**config.mk**
```make
export PLATFORM = sky130hd
export DESIGN_NAME = fcs_host
export DESIGN_NICKNAME = d
export VERILOG_FILES = /design/src/rtl/fcs_pkg.sv /design/src/rtl/fcs_host.sv
export SDC_FILE = /design/constraint.sdc
export NUM_CORES = 1
export LEC_CHECK = 0
export ABC_AREA = 1
export BUFFER_PORTS_ARGS = -buffer_cell sky130_fd_sc_hd__buf_2
export CORE_MARGIN = 2
export CORE_UTILIZATION = 59
export CTS_CLUSTER_SIZE = 30
export DETAILED_ROUTE_END_ITERATION = 16
export GPL_TIMING_DRIVEN = 0
export PLACE_DENSITY = 0.8
export SLEW_MARGIN = 30
export SYNTH_ARGS = -nofsm -noshare
export SYNTH_HDL_FRONTEND = slang
export SYNTH_SLANG_ARGS = --single-unit
```
**constraint.sdc**
```tcl
create_clock -name mclk -period 2.55 [get_ports mclk]
set_input_delay 0.51 -clock mclk [delete_from_list [all_inputs] [get_ports mclk]]
set_output_delay 0.51 -clock mclk [all_outputs]
set_load 0.005 [all_outputs]
```
**src/rtl/fcs_pkg.sv**
```systemverilog
package fcs_pkg;

  // Host operation codes presented on cmd_op.
  localparam logic [2:0] OP_READ = 3'h0;
  localparam logic [2:0] OP_ID = 3'h1;
  localparam logic [2:0] OP_PROG = 3'h2;
  localparam logic [2:0] OP_ERASE = 3'h3;
  localparam logic [2:0] OP_ABORT = 3'h4;

  // Command codes written into the device command register.
  localparam logic [7:0] CODE_ID = 8'h90;
  localparam logic [7:0] CODE_ERASE = 8'h30;
  localparam logic [7:0] CODE_PROG = 8'h40;
  localparam logic [7:0] CODE_ABORT = 8'hff;

  // Status bit positions on the data lines.
  localparam int TOGGLE_STATUS_BIT = 6;
  localparam int POLLING_STATUS_BIT = 7;

  // Kind of bus cycle at one step of a sequence.
  localparam logic [1:0] K_WR = 2'h0;
  localparam logic [1:0] K_RD = 2'h1;
  localparam logic [1:0] K_POLL = 2'h2;
  localparam logic [1:0] K_END = 2'h3;

  // Clock rate and bus timing.
  localparam int CLK_MHZ = 20;
  localparam int T_VPP_NS = 2000;
  localparam int T_AS_NS = 50;
  localparam int T_WP_NS = 100;
  localparam int T_ACC_NS = 150;
  localparam int T_REC_NS = 100;
  localparam int SYNC_STAGES = 2;
  localparam int POLL_TMO_MS = 10000;

  localparam logic [7:0] VPP_CYC = 8'((T_VPP_NS * CLK_MHZ + 999) / 1000);
  localparam logic [7:0] AS_CYC = 8'((T_AS_NS * CLK_MHZ + 999) / 1000);
  localparam logic [7:0] WP_CYC = 8'((T_WP_NS * CLK_MHZ + 999) / 1000);
  localparam logic [7:0] RD_CYC =
    8'((T_ACC_NS * CLK_MHZ + 999) / 1000 + SYNC_STAGES);
  localparam logic [7:0] REC_CYC = 8'((T_REC_NS * CLK_MHZ + 999) / 1000);
  localparam longint POLL_TMO_CYC = longint'(POLL_TMO_MS) * CLK_MHZ * 1000;

endpackage : fcs_pkg

```
**src/rtl/fcs_host.sv**
```systemverilog
`timescale 1ns/10ps
// Function
// - Host raises programming supply and waits before any bus cycle.
// - Identifier read writes code then reads identifier at chosen location.
// - Program writes set-up code then target location and value.
// - Chip erase writes erase set-up code twice.
// - Two abort code writes cancel staged or failed operations.
module fcs_host #(
  parameter longint POLL_LIMIT = fcs_pkg::POLL_TMO_CYC
) (
  // Clock and reset.
  input wire logic mclk,
  input wire logic sys_rst,
  // User command port.
  input wire logic cmd_valid,
  input wire logic [2:0] cmd_op,
  input wire logic [15:0] cmd_addr,
  input wire logic [7:0] cmd_data,
  output logic cmd_ready,
  output logic rsp_valid,
  output logic [7:0] rsp_data,
  output logic rsp_fail,
  // Device programming pins.
  output logic [15:0] fl_addr,
  output logic [7:0] fl_dq_o,
  output logic fl_dq_oe,
  input wire logic [7:0] fl_dq_i,
  output logic fl_ce_n,
  output logic fl_oe_n,
  output logic fl_we_n,
  output logic fl_vpp_en
);

  typedef enum logic [2:0] {
    ST_IDLE, ST_VPP, ST_SET, ST_STB, ST_REC, ST_CHK, ST_OFF
  } fcs_state_e;
  ////////////////////////////////////////////////////////////////////////////

  // Kind of bus cycle for a given operation and step.
  function automatic logic [1:0] seq_kind(input logic [2:0] op,
                                          input logic [1:0] step);
    logic [1:0] k;
    k = fcs_pkg::K_END;
    case (op)
      fcs_pkg::OP_READ: if (step == 2'h0) k = fcs_pkg::K_RD;
      fcs_pkg::OP_ID: begin
        if (step == 2'h0) k = fcs_pkg::K_WR;
        else if (step == 2'h1) k = fcs_pkg::K_RD;
      end
      fcs_pkg::OP_PROG, fcs_pkg::OP_ERASE: begin
        if (step != 2'h2) k = fcs_pkg::K_WR;
        else k = fcs_pkg::K_POLL;
      end
      fcs_pkg::OP_ABORT: if (step != 2'h2) k = fcs_pkg::K_WR;
      default: k = fcs_pkg::K_END;
    endcase
    return k;
  endfunction : seq_kind
  // Byte written at a given step; the first step is always a command code.
  function automatic logic [7:0] seq_wdata(input logic [2:0] op,
                                           input logic [1:0] step,
                                           input logic [7:0] dat);
    logic [7:0] d;
    case (op)
      fcs_pkg::OP_ID: d = fcs_pkg::CODE_ID;
      fcs_pkg::OP_PROG: d = (step == 2'h0) ? fcs_pkg::CODE_PROG : dat;
      fcs_pkg::OP_ERASE: d = fcs_pkg::CODE_ERASE;
      default: d = fcs_pkg::CODE_ABORT;
    endcase
    return d;
  endfunction : seq_wdata
  ////////////////////////////////////////////////////////////////////////////

  fcs_state_e st_ff, nxt_st;
  logic [7:0] cnt_ff, nxt_cnt;
  logic [1:0] step_ff, nxt_step;
  logic [2:0] op_ff, nxt_op;
  logic [15:0] addr_ff, nxt_addr;
  logic [7:0] data_ff, nxt_data;
  logic [63:0] tmo_ff, nxt_tmo;
  logic prev_tog_ff, nxt_prev_tog;
  logic have_prev_ff, nxt_have_prev;
  logic fail_ff, nxt_fail;
  logic [7:0] rd_ff, nxt_rd;
  logic [7:0] dq_s1_ff, dq_s2_ff;
  logic ready_ff, nxt_ready;
  logic rsp_valid_ff, nxt_rsp_valid;
  logic [15:0] fl_addr_ff, nxt_fl_addr;
  logic [7:0] fl_dq_o_ff, nxt_fl_dq_o;
  logic fl_dq_oe_ff, nxt_fl_dq_oe;
  logic fl_ce_n_ff, nxt_fl_ce_n;
  logic fl_oe_n_ff, nxt_fl_oe_n;
  logic fl_we_n_ff, nxt_fl_we_n;
  logic fl_vpp_ff, nxt_fl_vpp;
  logic [1:0] kind;
  logic tog_now;
  logic poll_ok;

  assign kind = seq_kind(op_ff, step_ff);
  assign tog_now = rd_ff[fcs_pkg::TOGGLE_STATUS_BIT];
  // Polling bit shows the true written value after a program and one after
  // an erase; while busy it differs, so it cannot end the wait early.
  assign poll_ok = (op_ff == fcs_pkg::OP_ERASE) ?
    rd_ff[fcs_pkg::POLLING_STATUS_BIT] :
    (rd_ff[fcs_pkg::POLLING_STATUS_BIT] ==
     data_ff[fcs_pkg::POLLING_STATUS_BIT]);
  ////////////////////////////////////////////////////////////////////////////

  always_comb begin
    nxt_st = st_ff;
    nxt_cnt = cnt_ff;
    nxt_step = step_ff;
    nxt_op = op_ff;
    nxt_addr = addr_ff;
    nxt_data = data_ff;
    nxt_tmo = tmo_ff;
    nxt_prev_tog = prev_tog_ff;
    nxt_have_prev = have_prev_ff;
    nxt_fail = fail_ff;
    nxt_rd = rd_ff;
    nxt_ready = ready_ff;
    nxt_rsp_valid = 1'b0;
    nxt_fl_addr = fl_addr_ff;
    nxt_fl_dq_o = fl_dq_o_ff;
    nxt_fl_dq_oe = fl_dq_oe_ff;
    nxt_fl_ce_n = fl_ce_n_ff;
    nxt_fl_oe_n = fl_oe_n_ff;
    nxt_fl_we_n = fl_we_n_ff;
    nxt_fl_vpp = fl_vpp_ff;
    if (cnt_ff != 8'h00) nxt_cnt = cnt_ff - 8'h01;
    if (kind == fcs_pkg::K_POLL && st_ff != ST_IDLE) begin
      nxt_tmo = tmo_ff + 64'h1;
    end
    case (st_ff)
      ST_IDLE: begin
        if (cmd_valid && ready_ff) begin
          nxt_ready = 1'b0;
          nxt_op = cmd_op;
          nxt_addr = cmd_addr;
          nxt_data = cmd_data;
          nxt_step = 2'h0;
          nxt_fail = 1'b0;
          nxt_tmo = 64'h0;
          nxt_have_prev = 1'b0;
          nxt_fl_vpp = 1'b1;
          nxt_cnt = fcs_pkg::VPP_CYC;
          nxt_st = ST_VPP;
        end
      end
      ST_VPP: if (cnt_ff == 8'h00) nxt_st = ST_SET;
      ST_SET: begin
        // Address and data settle before either strobe falls.
        nxt_fl_addr = addr_ff;
        nxt_fl_ce_n = 1'b0;
        nxt_fl_dq_oe = (kind == fcs_pkg::K_WR);
        nxt_fl_dq_o = seq_wdata(op_ff, step_ff, data_ff);
        nxt_cnt = fcs_pkg::AS_CYC;
        nxt_st = ST_STB;
      end
      ST_STB: begin
        if (cnt_ff == 8'h00 && fl_we_n_ff && fl_oe_n_ff) begin
          if (kind == fcs_pkg::K_WR) begin
            nxt_fl_we_n = 1'b0;
            nxt_cnt = fcs_pkg::WP_CYC;
          end else begin
            nxt_fl_oe_n = 1'b0;
            nxt_cnt = fcs_pkg::RD_CYC;
          end
        end else if (cnt_ff == 8'h00) begin
          // Both strobes rise together; data stays driven through recovery.
          nxt_rd = dq_s2_ff;
          nxt_fl_we_n = 1'b1;
          nxt_fl_oe_n = 1'b1;
          nxt_fl_ce_n = 1'b1;
          nxt_cnt = fcs_pkg::REC_CYC;
          nxt_st = ST_REC;
        end
      end
      ST_REC: begin
        if (cnt_ff == 8'h00) begin
          nxt_fl_dq_oe = 1'b0;
          if (kind == fcs_pkg::K_POLL) begin
            nxt_st = ST_CHK;
          end else begin
            nxt_step = step_ff + 2'h1;
            nxt_st = (seq_kind(op_ff, step_ff + 2'h1) == fcs_pkg::K_END) ?
              ST_OFF : ST_SET;
          end
        end
      end
      ST_CHK: begin
        nxt_prev_tog = tog_now;
        nxt_have_prev = 1'b1;
        if (have_prev_ff && prev_tog_ff == tog_now && poll_ok) begin
          nxt_st = ST_OFF;
        end else if (tmo_ff >= 64'(POLL_LIMIT)) begin
          // A stuck algorithm is cleared by the abort pair.
          nxt_fail = 1'b1;
          nxt_op = fcs_pkg::OP_ABORT;
          nxt_step = 2'h0;
          nxt_st = ST_SET;
        end else begin
          nxt_st = ST_SET;
        end
      end
      ST_OFF: begin
        // Dropping the supply returns the command register to default.
        nxt_fl_vpp = 1'b0;
        nxt_rsp_valid = 1'b1;
        nxt_ready = 1'b1;
        nxt_st = ST_IDLE;
      end
      default: nxt_st = ST_IDLE;
    endcase
  end

  always_ff @(posedge mclk) begin
    dq_s1_ff <= fl_dq_i;
    dq_s2_ff <= dq_s1_ff;
    if (sys_rst) begin
      st_ff <= ST_IDLE;
      cnt_ff <= 8'h00;
      step_ff <= 2'h0;
      op_ff <= fcs_pkg::OP_READ;
      addr_ff <= 16'h0000;
      data_ff <= 8'h00;
      tmo_ff <= 64'h0;
      prev_tog_ff <= 1'b0;
      have_prev_ff <= 1'b0;
      fail_ff <= 1'b0;
      rd_ff <= 8'h00;
      ready_ff <= 1'b1;
      rsp_valid_ff <= 1'b0;
      fl_addr_ff <= 16'h0000;
      fl_dq_o_ff <= 8'h00;
      fl_dq_oe_ff <= 1'b0;
      fl_ce_n_ff <= 1'b1;
      fl_oe_n_ff <= 1'b1;
      fl_we_n_ff <= 1'b1;
      fl_vpp_ff <= 1'b0;
    end else begin
      st_ff <= nxt_st;
      cnt_ff <= nxt_cnt;
      step_ff <= nxt_step;
      op_ff <= nxt_op;
      addr_ff <= nxt_addr;
      data_ff <= nxt_data;
      tmo_ff <= nxt_tmo;
      prev_tog_ff <= nxt_prev_tog;
      have_prev_ff <= nxt_have_prev;
      fail_ff <= nxt_fail;
      rd_ff <= nxt_rd;
      ready_ff <= nxt_ready;
      rsp_valid_ff <= nxt_rsp_valid;
      fl_addr_ff <= nxt_fl_addr;
      fl_dq_o_ff <= nxt_fl_dq_o;
      fl_dq_oe_ff <= nxt_fl_dq_oe;
      fl_ce_n_ff <= nxt_fl_ce_n;
      fl_oe_n_ff <= nxt_fl_oe_n;
      fl_we_n_ff <= nxt_fl_we_n;
      fl_vpp_ff <= nxt_fl_vpp;
    end
  end
  ////////////////////////////////////////////////////////////////////////////

  assign cmd_ready = ready_ff;
  assign rsp_valid = rsp_valid_ff;
  assign rsp_data = rd_ff;
  assign rsp_fail = fail_ff;
  assign fl_addr = fl_addr_ff;
  assign fl_dq_o = fl_dq_o_ff;
  assign fl_dq_oe = fl_dq_oe_ff;
  assign fl_ce_n = fl_ce_n_ff;
  assign fl_oe_n = fl_oe_n_ff;
  assign fl_we_n = fl_we_n_ff;
  assign fl_vpp_en = fl_vpp_ff;
endmodule : fcs_host

```
; ---- After elaboration in Yosys (flattened, before gate mapping)
; Cells that the tools add are included.
[totals]
memories = 0
regBits = 162
output_inout_bits = 40
latch_bits = 0
ramBits = 0
input_bits = 38
romBits = 0
[op_classes]
div_mod_pow = 0
mul = 0
shift = 0
n_eq_ne = 28
n_addsub = 3
magnitude_cmp = 1
n_bitwise = 1
n_mux = 64
n_reduce_logical = 32
[ops]
columns = operator, n
row1 = 64-bit two-way mux, 3
row2 = "64-bit by 1-bit adder with 64-bit output, second input constant", 1
row3 = "64-bit by 28-bit greater-or-equal comparator with 1-bit output, second input constant", 1
row4 = 8-bit case mux with 3 select lines, 2
row5 = 8-bit two-way mux, 5
row6 = 2-bit two-way mux, 18
row7 = 3-bit two-way mux, 12
row8 = "2-bit inequality test, second input constant", 12
row9 = 3-bit case mux with 6 select lines, 1
row10 = 2-bit case mux with 4 select lines, 2
row11 = 1-bit two-way mux, 13
row12 = "3-bit by 2-bit == test with 1-bit output, second input constant", 4
row13 = "3-bit == test, second input constant", 4
row14 = 1-bit case mux with 2 select lines, 6
row15 = 3-bit AND reduction, 4
row16 = 2-bit nonzero test, 5
row17 = 8-bit logical NOT, 1
row18 = 2-bit AND reduction, 4
row19 = 8-bit nonzero test, 1
row20 = "8-bit by 1-bit subtractor with 8-bit output, second input constant", 1
row21 = "3-bit by 1-bit == test with 1-bit output, second input constant", 2
row22 = 1-bit logical AND, 6
row23 = 2-bit logical NOT, 3
row24 = 3-bit logical NOT, 2
row25 = 12 further kinds, 16

; ---- Depth between registers and ports, before layout
[depth]
word_depth = 13
ltp_mapped = 14

; ---- Least setup slack after synthesis
; No wires, ideal clock.
[synth_path]
path_type = flip-flop to flip-flop
from = register cnt_ff[0]
to = register fl_oe_n_ff (netlist: fl_oe_n)
n_path_buf = 1
required_ns = 2.431
slack_ns = 0.782
arrival_ns = 1.650
period_less_slack_ns = 1.768
path_stages_with_launch = 15
cell_sequence = dfxtp_1 > inv_1 > ha_1 > inv_1 > nor2_1 > nand3_1 > nor2_1 > nand2_2 > nor2_4 > nor2_1 > nand2_1 > buf_2 > nand2_1 > inv_1 > nand2_1
[synth_via]
elab_chain_cells = 5
word_cells_on_any_way = 7
classes_between = eq/ne: 1 / mux: 1 / reduce/logical: 5
[synth_lines]
columns = item, line
row1 = "start, declared", fcs_host.sv:75  ; logic [7:0] cnt_ff, nxt_cnt;
row2 = "start signal, assigned", fcs_host.sv:243  ; cnt_ff <= nxt_cnt;
row3 = 8-bit logical NOT *, "fcs_host.sv:161, fcs_host.sv:169"
row4 = 1-bit logical AND (2 in series), fcs_host.sv:161  ; if (cnt_ff == 8'h00 && fl_we_n_ff && fl_oe_n_ff) begin
row5 = 2-bit inequality test (no line) or 2-bit nonzero test (tied branches), --
row6 = 3-bit AND reduction (no line), --
row7 = "end signal, assigned", fcs_host.sv:259  ; fl_oe_n_ff <= nxt_fl_oe_n;
row8 = "end, declared", fcs_host.sv:92  ; logic fl_oe_n_ff, nxt_fl_oe_n;
; Every way passes the cells marked *; elsewhere a longest branch is shown, timed or not.
; A chain may end at the register's enable or synchronous reset.

; ---- Worst setup path in the final report
; Same ends and word-level chain as after synthesis.

==> flow_summary_export.csv <==
group,metric,value,unit
worst_setup_path,reg2reg_depth,14,
sta,fmax,0.430,GHz
power_and_ir_drop,peakVddDrop,0.713,mV
sta,tightest_slew,0.682,ns
routing,top_layer,"met4",
run_status,outcome,"complete, no violations",
die,ios,78,
sta,post-route-period-util,91.1,%
worst_setup_path,start_kind,"register",
cells_and_area,syn2layout_area_growth,15.1,%
global_route,grt_overflow_total,0,
clock_tree,cts_max_level,4,
power_and_ir_drop,clkPwrFrac,33.8,%
global_route,grt_pass1_wl,32800,um
worst_setup_path,cp-end-kind,"register",
sta,max_slew_margin,54.2,%
sta,setup_viol,0,
routing,route.met2.wl,9130,um
clock_tree,post_cts_buffers,0,
cells_and_area,final_cell_mix,"nand2_1 (276), nor2_1 (191), dfxtp_1 (162)",
sta,skew,0.00842,ns
worst_setup_path,critical_path_class,"register to register",
clock_tree,cts_buffers,17,
die,die_x,119,um
power_and_ir_drop,power.internal,4810,uW
sta,fin_hold_ws,0.163,ns
worst_setup_path,worstPathRequired,2.87,ns
worst_setup_path,crit_slowest_cell,"dfxtp_1",
sta,rsz0062_at_grt,"false",
die,start_util,59.7,%
routing,wire_per_inst,14.3,um
cells_and_area,layout_commonest_cell,"nand2_1",
place,post-place-cells,1404,
routing,vias,7686,
hold_path,min_path_cells,1,
worst_setup_path,cp_max_fo,10,
cells_and_area,drive_gt1_share,12.0,%
logic_synthesis,yosys_warnings,0,
global_route,grt_max_degree,18,
job,max-cap-violations,0,
logic_synthesis,synth_cell_types,42,
place,dpl.hpwl,15300,um
power_and_ir_drop,switchingPower,2640,uW
die,core.rowCount,42,
routing,met1_length,9490,um
logic_synthesis,synth_seq_cells,162,
clock_tree,ctsHoldBuffers,0,
cells_and_area,nNetsFinal,1293,
power_and_ir_drop,pwr-share-seq,40.9,%
worst_setup_path,rr_endpoint,"fl_oe_n",
global_route,grt_pass1_vias,6885,
worst_setup_path,r2r_start,"cnt_ff[0]",
worst_setup_path,slowest_delay,0.30,ns
die,die_y,119,um
logic_synthesis,synth.cell_area,7810,um2
clock_tree,clkSlewWorstSetupHoldPaths,0.07,ns
power_and_ir_drop,swShare,35.4,%
logic_synthesis,synth-edff-count,0,
logic_synthesis,synth_area_per_cell,6.78,um2
logic_synthesis,syn-num-nets,1198,
clock_tree,clockBufferDepth,2,
hold_path,min_from,"fl_dq_i[1]",
worst_setup_path,worstSetupStartpoint,"cnt_ff[0]",
logic_synthesis,synth_flop_cell,"dfxtp_1",
clock_tree,cts_repair_resize_count,0,
power_and_ir_drop,leakagePower,0.00370,uW
hold_path,min-delay-path-class,"primary input to register",
routing,ant_nets,0,
power_and_ir_drop,power.density,830,nW/um2
sta,hold_viol_final,0,
power_and_ir_drop,combinationalPowerShare,25.3,%
clock_tree,cts_tree,"done",
die,die_area,14200,um2
sta,tns,0,ns
routing,dr_wl_met3,1600,um
sta,slew_violations,0,
logic_synthesis,synth-async-reset-ratio,0,%
routing,via_per_inst,5.35,
routing,drcViolationCount,0,
routing,drt_iter0_drc,768,
logic_synthesis,yosysSeqAreaShare,41.5,%
worst_setup_path,regToRegSetupSlack,0.23,ns
clock_tree,clock_sinks,162,
clock_tree,clock-root-buffer,"clkbuf_16",
place,port_buffers,76,
global_route,antenna_found_initial,0,
cells_and_area,instances_no_fill,1436,
worst_setup_path,path_cells,"inv_1 > ha_1 > inv_1 > nor2_1 > nand3_1 > nor2_1 > nand2_2 > nor2_4 > nor2_1 > nand2_1 > buf_2 > nand2_1 > inv_1 > nand2_1",
hold_path,min_to,"dq_s1_ff[1]",
worst_setup_path,cp.arrival,2.65,ns
global_route,grt.total_usage,28.9,%
clock_tree,clk_latency,0.44,ns
routing,routed_wl,20600,um
sta,min_period,2.32,ns
logic_synthesis,syn_inst,1152,
place,place.gp.congestion,0.966,
die,coreArea,13100,um2
cells_and_area,antennaDiodeCount,0,
routing,dr.pass1.iters,7,
==> flip-flops by register name, summed over array words and instances (netlist names), 2 cells and up <==
name,count
dq_s2_ff,8
dq_s1_ff,8
fl_dq_o,8
tmo_ff,64
fl_addr,16
step_ff,2
op_ff,3
data_ff,8
addr_ff,16
rsp_data,8
st_ff,3
cnt_ff,8
==> per-layer routing <==
layer	global-route usage, %	up-vias
li1	-	3934
met1	40.3	3449
met2	43.9	273
met3	7.52	30
met4	8.78	0
met5	0	-
==> power by group through the flow <==
stage	Sequential, uW	Combinational (uW)	Clock (uW)
after floorplan	3080	1290	0
after global placement	3100	1820	0
after detailed placement	3100	1850	0
after CTS	3050	1870	2520
after global routing	3090	2100	2620
final	3050	1890	2520
==> how the worst max path moves through the flow <==
stage | end | slack [ns] | cells past startpoint
final | fl_oe_n | 0.23 | 14
after global routing | fl_oe_n | 0.03 | 14
after CTS | fl_oe_n | 0.24 | 14
after detailed placement | fl_oe_n | 0.26 | 14
after global placement | fl_oe_n | 0.31 | 14
after floorplan | fl_oe_n | 0.78 | 14
==> kinds of logic (layout without fill, tap and decap cells) <==
group / after synthesis / after routing / share of synthesized area (%)
adders and majority gates: 8 / 8 / 1.28
AOI/OAI and AO/OA: 186 / 186 / 12.5
and+or+nand+nor: 634 / 634 / 35.8
xor gates and xnor gates: 11 / 11 / 1.23
buffers and inverters: 151 / 259 / 7.66
DFF: 162 / 162 / 41.5
==> synth_stat cells, types with 5 or more instances <==
library cell	n	area (um2)
a21oi_1	102	510
a31oi_1	6	37.5
buf_2	6	30.0
clkbuf_1	15	56.3
dfxtp_1	162	3240
ha_1	8	100
inv_1	117	439
inv_2	5	18.8
nand2_1	276	1040
nand3_1	63	315
nand4_1	23	144
nor2_1	191	717
nor2_4	6	67.6
nor3_1	44	220
o21a_1	7	52.6
o21ai_0	63	315
xor2_1	8	70.1
==> worst max-delay path: cells and delay by family (launching register included) <==
kind,cells,cell delay [ns]
flip-flops,1,0.30
adder cells (fa/ha/maj),1,0.18
AND/OR/NAND/NOR,9,1.20
buffers and inverters,4,0.53
==> stage by stage <==
stage               utilization [%]  setup WS (ns)  instance area, um2  total power, uW
finish                         68.7          0.226                8990             7460
global route                   68.7         0.0257                8990             7810
CTS                            68.7          0.238                8990             7440
detailed placement             64.3          0.263                8410             4960
global placement               64.3          0.310                8410             4910
floorplan                         -          0.782                7810             4380
==> cell type report <==
cell class / instances / area, um2
buffer: 28 / 131
fill: 1171 / 4100
inverter: 123 / 467
timing repair buffer: 76 / 380
multi-input combinational: 839 / 3970
clock buffer: 18 / 439
clock inverter: 14 / 141
tap: 176 / 220
sequential: 162 / 3240
Power figures use the tool's default switching activity.
